===== src/rtl/mcgtx_pkg.sv =====
// constants, register map and types of the serial code generator
package mcgtx_pkg;

    // wishbone address width: word index times four
    localparam int          WB_AW          = 18;

    // register indices; byte address is index times four
    localparam logic [15:0] IDX_GEN_CTL    = 16'hff4c;
    localparam logic [15:0] IDX_BASE_SEL   = 16'hff4d;
    localparam logic [15:0] IDX_BAUD_DIV   = 16'hff4e;
    localparam logic [15:0] IDX_TX_BUFFER  = 16'hff50;
    localparam logic [15:0] IDX_TX_BITCNT  = 16'hff51;
    localparam logic [15:0] IDX_IRQ_STATUS = 16'hff52;
    localparam logic [15:0] IDX_IRQ_CLEAR  = 16'hff53;
    localparam logic [15:0] IDX_IRQ_ENABLE = 16'hff54;

    // generator_control fields
    localparam int          CTL_OP_ENABLE  = 7;
    localparam int          CTL_FIRST_BIT  = 4;
    localparam int          CTL_FORMAT     = 1;
    localparam int          CTL_IDLE_LEVEL = 0;
    localparam logic [7:0]  CTL_MASK       = 8'h93;

    // reset values
    localparam logic [7:0]  RST_GEN_CTL    = 8'h10;
    localparam logic [2:0]  RST_BASE_SEL   = 3'h0;
    localparam logic [4:0]  RST_BAUD_DIV   = 5'h1f;
    localparam logic [2:0]  RST_TX_BITCNT  = 3'h7;
    localparam logic [7:0]  RST_TX_BUFFER  = 8'h00;

    // clock select and divisor limits
    localparam logic [2:0]  BASE_SEL_MAX   = 3'h5;
    localparam logic [4:0]  DIV_K_MIN      = 5'h04;

    // base clocks between last bit and a late-written word
    localparam logic [1:0]  GAP_BASE_CLKS  = 2'h2;

    // interrupt status bit of the load event
    localparam int          IRQ_LOAD_BIT   = 0;

    typedef enum logic [1:0] {
        ST_IDLE,
        ST_SEND,
        ST_GAP
    } mcgtx_state_t;

endpackage : mcgtx_pkg


===== src/rtl/mcgtx_baud_if.sv =====
// carrier between the transmit engine and its baud generator
`timescale 1ns/10ps
interface mcgtx_baud_if;
    logic [2:0] baseSel;
    logic [4:0] divisor;
    logic       run;
    logic       restart;
    logic       baseTick;
    logic       halfEnd;
    logic       nearEnd;
    logic       phase;
    logic [2:0] baseSelEff;

    modport gen (input baseSel, divisor, run, restart,
                 output baseTick, halfEnd, nearEnd, phase, baseSelEff);
    modport eng (output baseSel, divisor, run, restart,
                 input baseTick, halfEnd, nearEnd, phase, baseSelEff);
endinterface : mcgtx_baud_if


===== src/rtl/mcgtx_baud_gen.sv =====
// prescaler, 5-bit divider and divide-by-two forming the baud clock
`timescale 1ns/10ps
module mcgtx_baud_gen (
    // clock and reset
    input wire logic mclk,
    input wire logic rst,
    // engine side
    mcgtx_baud_if.gen bg
);

    logic [4:0] pre;
    logic [4:0] divCnt;
    logic [4:0] preMask;
    logic [4:0] kEff;
    logic [4:0] halfTicks;

    // prohibited select codes behave as the slowest legal one
    assign bg.baseSelEff = (bg.baseSel > mcgtx_pkg::BASE_SEL_MAX) ? mcgtx_pkg::BASE_SEL_MAX : bg.baseSel; // RULE9
    assign preMask       = 5'((6'h01 << bg.baseSelEff) - 6'h01); // RULE9
    assign kEff          = (bg.divisor < mcgtx_pkg::DIV_K_MIN) ? mcgtx_pkg::DIV_K_MIN : bg.divisor; // RULE12
    assign bg.baseTick   = bg.run && ((pre & preMask) == preMask); // RULE9
    assign bg.nearEnd    = (divCnt == 5'(kEff - 5'h01));
    assign bg.halfEnd    = bg.baseTick && bg.nearEnd; // RULE12

    ////////////////////////////////////////////////////////////////////////
    always_ff @(posedge mclk or posedge rst) begin
        if (rst) begin
            pre <= 5'h00;
        end else if (bg.restart || !bg.run) begin
            pre <= 5'h00;
        end else begin
            pre <= 5'(pre + 5'h01);
        end
    end

    always_ff @(posedge mclk or posedge rst) begin
        if (rst) begin
            divCnt <= 5'h00;
        end else if (bg.restart) begin
            divCnt <= 5'h00;
        end else if (bg.baseTick) begin
            divCnt <= bg.halfEnd ? 5'h00 : 5'(divCnt + 5'h01);
        end
    end

    // divider output halved: one toggle per k base clocks
    always_ff @(posedge mclk or posedge rst) begin
        if (rst) begin
            bg.phase <= 1'b0;
        end else if (bg.restart) begin
            bg.phase <= 1'b0;
        end else if (bg.halfEnd) begin
            bg.phase <= ~bg.phase; // RULE15
        end
    end

    ////////////////////////////////////////////////////////////////////////
    // helper: base ticks seen in the current half period
    always_ff @(posedge mclk or posedge rst) begin
        if (rst) begin
            halfTicks <= 5'h00;
        end else if (bg.restart || bg.halfEnd) begin
            halfTicks <= 5'h00;
        end else if (bg.baseTick) begin
            halfTicks <= 5'(halfTicks + 5'h01);
        end
    end
endmodule : mcgtx_baud_gen


===== src/rtl/mcgtx_top.sv =====
// serial code generator: manchester or bit-sequential transmitter with wishbone registers
// Rules of the document
// RULE1: software loads next word before late window
// RULE2: late window: half baud plus one base
// RULE3: final bit is sent at counter zero
// RULE4: late word starts two base clocks later
// RULE5: software updates bit count before buffer
// RULE6: control 0 holds enable, order, format, idle
// RULE7: control 0 resets 10h, bit writable
// RULE8: software disables before changing mode bits
// RULE9: base clock is peripheral clock over 2^code
// RULE10: control 1 resets zero, upper bits zero
// RULE11: software disables before changing clock select
// RULE12: divisor k from field, small codes four
// RULE13: control 2 resets 1fh, upper bits zero
// RULE14: bit-sequential format drives bits directly
// RULE15: baud clock is divider output halved
// RULE16: start loads counter, shifter, raises interrupt
// RULE17: manchester output is bit xor baud clock
// RULE18: idle or disabled output holds idle level
`timescale 1ns/10ps
module mcgtx_top (
    // clock and reset
    input  wire logic                        mclk,
    input  wire logic                        rst,
    // wishbone slave
    input  wire logic                        wb_cyc_i,
    input  wire logic                        wb_stb_i,
    input  wire logic                        wb_we_i,
    input  wire logic [mcgtx_pkg::WB_AW-1:0] wb_adr_i,
    input  wire logic [3:0]                  wb_sel_i,
    input  wire logic [31:0]                 wb_dat_i,
    output      logic [31:0]                 wb_dat_o,
    output      logic                        wb_ack_o,
    // serial link and interrupt
    output      logic                        serialOutPin,
    output      logic                        txLoadIrq
);

    mcgtx_baud_if bg ();

    logic [7:0]                 genCtl;
    logic [2:0]                 baseSel;
    logic [4:0]                 baudDiv;
    logic [7:0]                 txBuffer;
    logic [2:0]                 txBitCount;
    logic                       irqStatus;
    logic                       irqEnable;
    mcgtx_pkg::mcgtx_state_t    state;
    logic [7:0]                 shiftReg;
    logic [2:0]                 bitCnt;
    logic                       pending;
    logic                       late;
    logic [1:0]                 gapCnt;
    logic [7:0]                 gapCycles;
    logic                       wbReq;
    logic                       wbWrite;
    logic                       lowLane;
    logic [15:0]                adrIdx;
    logic [31:0]                next_rdata;
    logic                       opEnable;
    logic                       lsbFirst;
    logic                       bitSeq;
    logic                       idleLevel;
    logic                       bufWrite;
    logic                       bitEnd;
    logic                       lastBit;
    logic                       lateWin;
    logic                       lastEnd;
    logic                       startNow;
    logic                       outBit;
    logic [7:0]                 loadValue;
    logic                       next_serial;

    ////////////////////////////////////////////////////////////////////////
    // wishbone decode; one wait state, every access acknowledged
    assign wbReq    = wb_cyc_i && wb_stb_i && !wb_ack_o;
    assign wbWrite  = wbReq && wb_we_i;
    assign lowLane  = wb_sel_i[0];
    assign adrIdx   = wb_adr_i[mcgtx_pkg::WB_AW-1:2];

    assign opEnable  = genCtl[mcgtx_pkg::CTL_OP_ENABLE]; // RULE6
    assign lsbFirst  = genCtl[mcgtx_pkg::CTL_FIRST_BIT]; // RULE6
    assign bitSeq    = genCtl[mcgtx_pkg::CTL_FORMAT]; // RULE6
    assign idleLevel = genCtl[mcgtx_pkg::CTL_IDLE_LEVEL]; // RULE6

    always_comb begin
        next_rdata = 32'h0000_0000;
        unique case (adrIdx)
            mcgtx_pkg::IDX_GEN_CTL:    next_rdata = {24'h00_0000, genCtl};
            mcgtx_pkg::IDX_BASE_SEL:   next_rdata = {29'h0000_0000, baseSel}; // RULE10
            mcgtx_pkg::IDX_BAUD_DIV:   next_rdata = {27'h000_0000, baudDiv}; // RULE13
            mcgtx_pkg::IDX_TX_BUFFER:  next_rdata = {24'h00_0000, txBuffer};
            mcgtx_pkg::IDX_TX_BITCNT:  next_rdata = {29'h0000_0000, txBitCount};
            mcgtx_pkg::IDX_IRQ_STATUS: next_rdata = {31'h0000_0000, irqStatus};
            mcgtx_pkg::IDX_IRQ_ENABLE: next_rdata = {31'h0000_0000, irqEnable};
            default:                   next_rdata = 32'h0000_0000;
        endcase
    end

    always_ff @(posedge mclk or posedge rst) begin
        if (rst) begin
            wb_ack_o <= 1'b0;
            wb_dat_o <= 32'h0000_0000;
        end else begin
            wb_ack_o <= wbReq;
            wb_dat_o <= (wbReq && !wb_we_i) ? next_rdata : 32'h0000_0000;
        end
    end

    ////////////////////////////////////////////////////////////////////////
    // configuration registers; only the low byte lane carries them
    always_ff @(posedge mclk or posedge rst) begin
        if (rst) begin
            genCtl <= mcgtx_pkg::RST_GEN_CTL; // RULE7
        end else if (wbWrite && lowLane && adrIdx == mcgtx_pkg::IDX_GEN_CTL) begin
            genCtl <= wb_dat_i[7:0] & mcgtx_pkg::CTL_MASK; // RULE7
        end
    end

    always_ff @(posedge mclk or posedge rst) begin
        if (rst) begin
            baseSel <= mcgtx_pkg::RST_BASE_SEL; // RULE10
            baudDiv <= mcgtx_pkg::RST_BAUD_DIV; // RULE13
        end else if (wbWrite && lowLane) begin
            if (adrIdx == mcgtx_pkg::IDX_BASE_SEL) begin
                baseSel <= wb_dat_i[2:0]; // RULE10
            end
            if (adrIdx == mcgtx_pkg::IDX_BAUD_DIV) begin
                baudDiv <= wb_dat_i[4:0]; // RULE13
            end
        end
    end

    // the count must be written before the buffer; the buffer write starts the word
    assign bufWrite = wbWrite && lowLane && opEnable && adrIdx == mcgtx_pkg::IDX_TX_BUFFER; // RULE5

    always_ff @(posedge mclk or posedge rst) begin
        if (rst) begin
            txBuffer   <= mcgtx_pkg::RST_TX_BUFFER;
            txBitCount <= mcgtx_pkg::RST_TX_BITCNT;
        end else begin
            if (bufWrite) begin
                txBuffer <= wb_dat_i[7:0];
            end
            if (wbWrite && lowLane && adrIdx == mcgtx_pkg::IDX_TX_BITCNT) begin
                txBitCount <= wb_dat_i[2:0];
            end
        end
    end

    ////////////////////////////////////////////////////////////////////////
    // interrupt: sticky load flag, set wins over clear
    always_ff @(posedge mclk or posedge rst) begin
        if (rst) begin
            irqStatus <= 1'b0;
        end else if (startNow) begin
            irqStatus <= 1'b1; // RULE16
        end else if (wbWrite && lowLane && adrIdx == mcgtx_pkg::IDX_IRQ_CLEAR &&
                     wb_dat_i[mcgtx_pkg::IRQ_LOAD_BIT]) begin
            irqStatus <= 1'b0;
        end
    end

    always_ff @(posedge mclk or posedge rst) begin
        if (rst) begin
            irqEnable <= 1'b0;
        end else if (wbWrite && lowLane && adrIdx == mcgtx_pkg::IDX_IRQ_ENABLE) begin
            irqEnable <= wb_dat_i[mcgtx_pkg::IRQ_LOAD_BIT];
        end
    end

    assign txLoadIrq = irqStatus && irqEnable;

    ////////////////////////////////////////////////////////////////////////
    // baud generator
    assign bg.baseSel = baseSel;
    assign bg.divisor = baudDiv;
    assign bg.run     = opEnable;
    assign bg.restart = startNow;

    mcgtx_baud_gen baudGen (
        .mclk (mclk),
        .rst  (rst),
        .bg   (bg)
    );

    ////////////////////////////////////////////////////////////////////////
    // transmit engine
    assign bitEnd   = bg.halfEnd && bg.phase; // RULE15
    assign lastBit  = (state == mcgtx_pkg::ST_SEND) && (bitCnt == 3'h0); // RULE3
    // late window: second half of the final bit and the base clock before it
    assign lateWin  = lastBit && (bg.phase || bg.nearEnd); // RULE2
    assign lastEnd  = opEnable && lastBit && bitEnd; // RULE3
    assign startNow = opEnable && pending && (
                      (state == mcgtx_pkg::ST_IDLE) ||
                      (lastEnd && !late && !bufWrite) || // RULE4
                      (state == mcgtx_pkg::ST_GAP && bg.baseTick &&
                       gapCnt == 2'(mcgtx_pkg::GAP_BASE_CLKS - 2'h1))); // RULE4

    // words are held low-aligned; msb-first data is moved to the top for a left shift
    assign loadValue = lsbFirst ? txBuffer : 8'(txBuffer << (3'h7 - txBitCount));
    assign outBit    = lsbFirst ? shiftReg[0] : shiftReg[7];

    always_ff @(posedge mclk or posedge rst) begin
        if (rst) begin
            state <= mcgtx_pkg::ST_IDLE;
        end else if (!opEnable) begin
            state <= mcgtx_pkg::ST_IDLE; // RULE18
        end else if (startNow) begin
            state <= mcgtx_pkg::ST_SEND;
        end else if (lastEnd) begin
            state <= (pending || bufWrite) ? mcgtx_pkg::ST_GAP : mcgtx_pkg::ST_IDLE; // RULE4
        end
    end

    always_ff @(posedge mclk or posedge rst) begin
        if (rst) begin
            pending <= 1'b0;
            late    <= 1'b0;
        end else if (!opEnable) begin
            pending <= 1'b0;
            late    <= 1'b0;
        end else begin
            pending <= bufWrite || (pending && !startNow);
            late    <= (bufWrite && lateWin) || (late && !startNow); // RULE2
        end
    end

    always_ff @(posedge mclk or posedge rst) begin
        if (rst) begin
            gapCnt <= 2'h0;
        end else if (state != mcgtx_pkg::ST_GAP) begin
            gapCnt <= 2'h0;
        end else if (bg.baseTick) begin
            gapCnt <= 2'(gapCnt + 2'h1); // RULE4
        end
    end

    always_ff @(posedge mclk or posedge rst) begin
        if (rst) begin
            shiftReg <= 8'h00;
            bitCnt   <= 3'h0;
        end else if (startNow) begin
            shiftReg <= loadValue; // RULE16
            bitCnt   <= txBitCount; // RULE16
        end else if (state == mcgtx_pkg::ST_SEND && bitEnd && bitCnt != 3'h0) begin
            shiftReg <= lsbFirst ? {1'b0, shiftReg[7:1]} : {shiftReg[6:0], 1'b0}; // RULE17
            bitCnt   <= 3'(bitCnt - 3'h1); // RULE3
        end
    end

    always_comb begin
        next_serial = idleLevel; // RULE18
        if (state == mcgtx_pkg::ST_SEND && opEnable) begin
            next_serial = bitSeq ? outBit : (outBit ^ bg.phase); // RULE14 RULE17
        end
    end

    always_ff @(posedge mclk or posedge rst) begin
        if (rst) begin
            serialOutPin <= 1'b0;
        end else begin
            serialOutPin <= next_serial;
        end
    end

    ////////////////////////////////////////////////////////////////////////
    // helper: cycles spent in the gap
    always_ff @(posedge mclk or posedge rst) begin
        if (rst) begin
            gapCycles <= 8'h00;
        end else if (state == mcgtx_pkg::ST_GAP) begin
            gapCycles <= 8'(gapCycles + 8'h01);
        end else begin
            gapCycles <= 8'h01;
        end
    end
endmodule : mcgtx_top


===== config.mk =====
export PLATFORM = sky130hd
export DESIGN_NAME = mcgtx_top
export DESIGN_NICKNAME = d
export VERILOG_FILES = /design/src/rtl/mcgtx_pkg.sv /design/src/rtl/mcgtx_baud_if.sv /design/src/rtl/mcgtx_baud_gen.sv /design/src/rtl/mcgtx_top.sv
export SDC_FILE = /design/constraint.sdc
export NUM_CORES = 1
export LEC_CHECK = 0
export BUFFER_PORTS_ARGS = -buffer_cell sky130_fd_sc_hd__buf_4
export CELL_PAD_IN_SITES_DETAIL_PLACEMENT = 1
export CELL_PAD_IN_SITES_GLOBAL_PLACEMENT = 2
export CORE_MARGIN = 2
export CORE_UTILIZATION = 36
export CTS_CLUSTER_SIZE = 20
export DETAILED_ROUTE_END_ITERATION = 7
export PLACE_DENSITY_LB_ADDON = 0.05
export REMOVE_ABC_BUFFERS = 1
export SLEW_MARGIN = 20
export SYNTH_ARGS = -nofsm -noshare
export SYNTH_HDL_FRONTEND = slang
export SYNTH_HIERARCHICAL = 1
export SYNTH_SLANG_ARGS = --single-unit
export TNS_END_PERCENT = 5

===== constraint.sdc =====
create_clock -name mclk -period 5.2 [get_ports mclk]
set_input_delay 0.52 -clock mclk [delete_from_list [all_inputs] [get_ports mclk]]
set_output_delay 0.52 -clock mclk [all_outputs]
set_load 0.05 [all_outputs]

Yosys cells after proc, flatten, opt, wreduce, memory -nomap -nowiden
Index checks and enable logic that the tools add are counted.

storage, ports and cells
  register bits = 87
  bits of input ports = 59
  output and inout bits = 35
  logic and storage cells = 132

operators by class
  add/sub/neg operators = 7
  order comparisons = 2
  eq/ne operators = 15
  shifts and indexed selects = 2
  mux-type cells = 29
  bitwise gates (word level) = 3
  reduce and logical (&&, ||, !) cells = 55

operators with widths
  operator                count
  $eq A16 B16 Y1 const B  8
  $pmux W8 S7             1
  $logic_and A1 B1 Y1     32
  $mux W32                1
  $mux W8                 4
  $mux W5                 5
  $mux W2                 6
  $add A5 B1 Y5 const B   2
  $eq A5 B5 Y1            2
  $reduce_bool A2 Y1      5
  $sub A5 B1 Y5 const B   2
  $mux W1                 9
  $mux W3                 3
  $shl A8 B3 Y8           1
  $logic_or A1 B1 Y1      7
  $logic_not A1 Y1        6
  $and A5 B5 Y5           1
  $lt A5 B3 Y1 const B    1
  $shl A1 B3 Y5 const A   1
  $eq A2 B1 Y1 const B    2
  $reduce_and A2 Y1       2
  $gt A3 B3 Y1 const B    1
  $logic_not A3 Y1        1
  $ne A3 B1 Y1 const B    1
  other kinds (9)         9

Longest topological paths before layout
  depth after elaboration = 19
  depth in mapped cells = 14
  gate-level depth less buffers = 13

Hierarchy
The synthesis kept the hierarchy.

by module, submodules not included
  module          times used  cells an instance  area each (um^2)  seq. area each (um^2)
  mcgtx_top       1           305                3,164.3           1,312.5
  mcgtx_baud_gen  1           100                844.6             275.3

Worst setup path before layout
Ideal clock, no wire load.

  path type = register -> register
  start = register baudDiv[3]
  end = register baudGen.pre[2]
  library setup time = 0.122 ns
  arrival = 2.893 ns
  data required time = 5.078 ns
  path slack = 2.185 ns
  cell stages (with the launch flop) = 15
  buffers on the path = 1
  period minus slack after synthesis = 3.015 ns
  cells stage by stage = dfstp_2 -> o31ai_2 -> ha_1 -> xor2_2 -> or3_1 -> a21oi_2 -> o311ai_2 -> buf_6 -> nor2_1 -> and4b_1 -> o2bb2ai_1 -> o211ai_1 -> inv_1 -> nand2b_1 -> nor2_1

on the way
  longest elaborated chain between the ends = 14

RTL lines
  item                                   line                  RTL
  from (decl)                            mcgtx_top.sv:44       logic [4:0] baudDiv;
  from (signal assigned)                 mcgtx_top.sv:124      baudDiv <= mcgtx_pkg::RST_BAUD_DIV;
  from (signal assigned)                 mcgtx_top.sv:130      baudDiv <= wb_dat_i[4:0];
  $lt A5 B3 Y1                           mcgtx_baud_gen.sv:20  assign kEff = (bg.divisor < mcgtx_pkg::DIV_K_MIN) ? mcgtx_pkg::DIV_K_MIN : bg.divisor;
  $mux W5 (*)                            mcgtx_baud_gen.sv:20
  $sub A5 B1 Y5 (*)                      mcgtx_baud_gen.sv:22  assign bg.nearEnd = (divCnt == 5'(kEff - 5'h01));
  $eq A5 B5 Y1 (*)                       mcgtx_baud_gen.sv:22
  $logic_and A1 B1 Y1 (*)                mcgtx_baud_gen.sv:23  assign bg.halfEnd = bg.baseTick && bg.nearEnd;
  net bg.halfEnd                         mcgtx_baud_if.sv:9    logic halfEnd;
  $logic_and A1 B1 Y1 (*)                mcgtx_top.sv:190      assign bitEnd = bg.halfEnd && bg.phase;
  $logic_and A1 B1 Y1 (*)                mcgtx_top.sv:194      assign lastEnd = opEnable && lastBit && bitEnd;
  $logic_and A1 B1 Y1 (*) (2 in series)  mcgtx_top.sv:197      (lastEnd && !late && !bufWrite) ||
  $logic_or A1 B1 Y1 (*)                 mcgtx_top.sv:196      (state == mcgtx_pkg::ST_IDLE) ||
  $logic_or A1 B1 Y1 (*)                 mcgtx_top.sv:197
  $logic_and A1 B1 Y1 (*)                mcgtx_top.sv:195      assign startNow = opEnable && pending && (
  net bg.restart                         mcgtx_baud_if.sv:7    logic restart;
  $logic_or A1 B1 Y1 (*)                 mcgtx_baud_gen.sv:29  end else if (bg.restart || !bg.run) begin
  $mux W5 (*)                            mcgtx_baud_gen.sv:29
  to (signal assigned)                   mcgtx_baud_gen.sv:32  pre <= 5'(pre + 5'h01);
  to (decl)                              mcgtx_baud_gen.sv:11  logic [4:0] pre;

The timed path passes the listed nets; every way through them passes the cells marked *.
A chain may end at the register's enable or synchronous reset.

Worst setup path after layout
  start = register baudDiv[3]
  end = register baudGen.pre[3]

Same word-level chain as after synthesis.

==> results.sh <==
export IMPL_status="complete, no violations"
export IMPL_slowest_stage="dfstp_2"
export IMPL_track_usage_pct=18.9
export IMPL_syn2layout_area_growth_pct=12.7
export IMPL_grt_pass1_wl_mm=16.9
export IMPL_root_buffer="clkbuf_8"
export IMPL_syn_mean_instance_area_um2=9.93
export IMPL_p_int_mw=0.744
export IMPL_cp_end_kind="register"
export IMPL_skew_ns=0.0136
export IMPL_swShare_pct=26.3
export IMPL_clkTransAtPathRegs_ns=0.07
export IMPL_crit_arrival_ns=3.85
export IMPL_startpoint_type="register"
export IMPL_dieWidth_um=109
export IMPL_drive_gt1_share_pct=26.1
export IMPL_relSlewSlack_pct=49.5
export IMPL_dpl_hpwl_mm=7.54
export IMPL_final_common_cell="dfrtp_1"
export IMPL_crit_top_cell="nor2_1"
export IMPL_via_per_inst=5.24
export IMPL_die_h_um=109
export IMPL_wire_per_inst_um=17.9
export IMPL_hold_class="in -> async"
export IMPL_critPathKind="reg -> reg"
export IMPL_tns_ns=0
export IMPL_finalCritPeriodShare_pct=69.7
export IMPL_cts_buffers=9
export IMPL_setup_viol=0
export IMPL_fin_crit_ns=3.63
export IMPL_syn_area_mm2=0.00399
export IMPL_drc=0
export IMPL_cp_depth=14
export IMPL_ioPinCount=94
export IMPL_antenna_found_initial=0
export IMPL_ant_nets=0
export IMPL_slew_violations=0
export IMPL_crit_chain="o31ai_2 -> ha_1 -> xor2_2 -> or3_1 -> a21oi_2 -> o311ai_2 -> buf_4 -> nor2_1 -> and4b_1 -> o2bb2ai_1 -> o211ai_1 -> inv_1 -> nand2b_1 -> nor2_1"
export IMPL_grt_pass1_vias=3116
export IMPL_n_antenna_cell=0
export IMPL_whs_ns=0.208
export IMPL_rows=38
export IMPL_htree_num_levels=3
export IMPL_reg2regPathDepth=14
export IMPL_path_delay_family="simple AND/OR/NAND/NOR gates"
export IMPL_num_vias=3042
export IMPL_worstReg2RegStart="baudDiv[3]"
export IMPL_grt_overflow_total=0
export IMPL_clk_latency_ns=0.34
export IMPL_cts_resized_gates=0
export IMPL_gp_congestion=0.726
export IMPL_peakVddDrop_mv=0.115
export IMPL_first_pass_iters=5
export IMPL_rr_endpoint="baudGen/pre[3]"
export IMPL_die_area_mm2=0.0119
export IMPL_fmax_ghz=0.276
export IMPL_grt_max_degree=53
export IMPL_hold_buffers=0
export IMPL_leakage_nw=2.00
export IMPL_layout_common_cells="dfrtp_1, buf_4, nand2_1"
export IMPL_cp_max_fo=12
export IMPL_worst_pin_slew_ns=0.755
export IMPL_syn_inst=402
export IMPL_finalNetCount=502
export IMPL_initial_core_util_pct=36.8
export IMPL_power_frac_clock_pct=42.7
export IMPL_core_mm2=0.0108
export IMPL_yosysWarnings=6
export IMPL_max_cap_violations=0
export IMPL_worstPathRequired_ns=5.42
export IMPL_slowest_delay_ns=0.64
export IMPL_io_buffers=40
export IMPL_p_switching_mw=0.265
export IMPL_rrSetupSlack_ns=1.57
export IMPL_power_density_mw_per_mm2=224
export IMPL_routed_wl_mm=10.4
export IMPL_drt_initial_drc_count=100
export IMPL_cts_num_sinks=63
export IMPL_critPathBufInv=2
export IMPL_crit_path_end="baudGen/pre[3]"
export IMPL_cts_setup_buffers=0
export IMPL_seq_power_share_pct=48.7
export IMPL_combPwrFrac_pct=8.6
export IMPL_cts_tree="done"
export IMPL_grt_setup_unrepaired="no"
export IMPL_final_hold_viol_count=0
export IMPL_clk_path_buf_depth=2
export IMPL_crit_path_start="baudDiv[3]"
[through the flow]
stage	power (mW)	instances	utilization [%]	cell area, µm²	worst slack [ns]
6_report	1.01	581	41.5	4500	1.57
3_3_place_gp	0.587	565	39.7	4310	1.65
4_1_cts	1.02	581	41.5	4500	1.55
5_1_grt	1.05	581	41.5	4500	1.20
2_1_floorplan	0.557	381	-	3800	1.63
3_5_place_dp	0.588	565	39.7	4310	1.57
[power by group through the flow]
| stage | Combinational, mW | Sequential, mW | Clock (mW) |
|---|---|---|---|
| after global placement | 0.0867 | 0.500 | 0 |
| final | 0.0870 | 0.491 | 0.431 |
| after floorplan | 0.0551 | 0.502 | 0 |
| after global routing | 0.0937 | 0.491 | 0.465 |
| after CTS | 0.0881 | 0.491 | 0.444 |
| after detailed placement | 0.0880 | 0.500 | 0 |
[registers in the layout, indices dropped and copies added, names as in the netlist, 3 cells and up]
signal / cells
wb_dat_o: 8
baudGen/pre: 5
baseSel: 3
shiftReg: 8
baudDiv: 5
txBuffer: 8
bitCnt: 3
genCtl: 4
baudGen/divCnt: 5
txBitCount: 3
[routing by layer]
metal | part of all wire (%) | track usage (%) | wire (µm)
met4 | 0.88 | 6.96 | 91
met1 | 50 | 27.0 | 5150
met5 | 0 | 0 | 0
met3 | 2.6 | 2.43 | 273
met2 | 47 | 29.3 | 4870
[cell type report]
| class | instances | area (µm²) |
|---|---|---|
| clock buffers | 12 | 145 |
| clock inverters | 4 | 45.0 |
| fillers | 1273 | 6340 |
| inverters | 16 | 60.1 |
| multi-input cells | 302 | 2150 |
| flip-flops and latches | 63 | 1590 |
| well taps | 140 | 175 |
| repair buffers | 44 | 330 |
[worst min path at each step]
stage          slack, ns      startpoint           endpoint
2_1_floorplan       0.37             rst   baudGen/bg.phase
3_5_place_dp        0.48  baudGen/pre[0]     baudGen/pre[0]
4_1_cts             0.23             rst  baudGen/divCnt[3]
5_1_grt             0.26             rst  baudGen/divCnt[0]
6_report            0.21             rst  baudGen/divCnt[0]
3_3_place_gp        0.49  baudGen/pre[0]     baudGen/pre[0]
No activity file was read; power rests on OpenSTA's default activity.
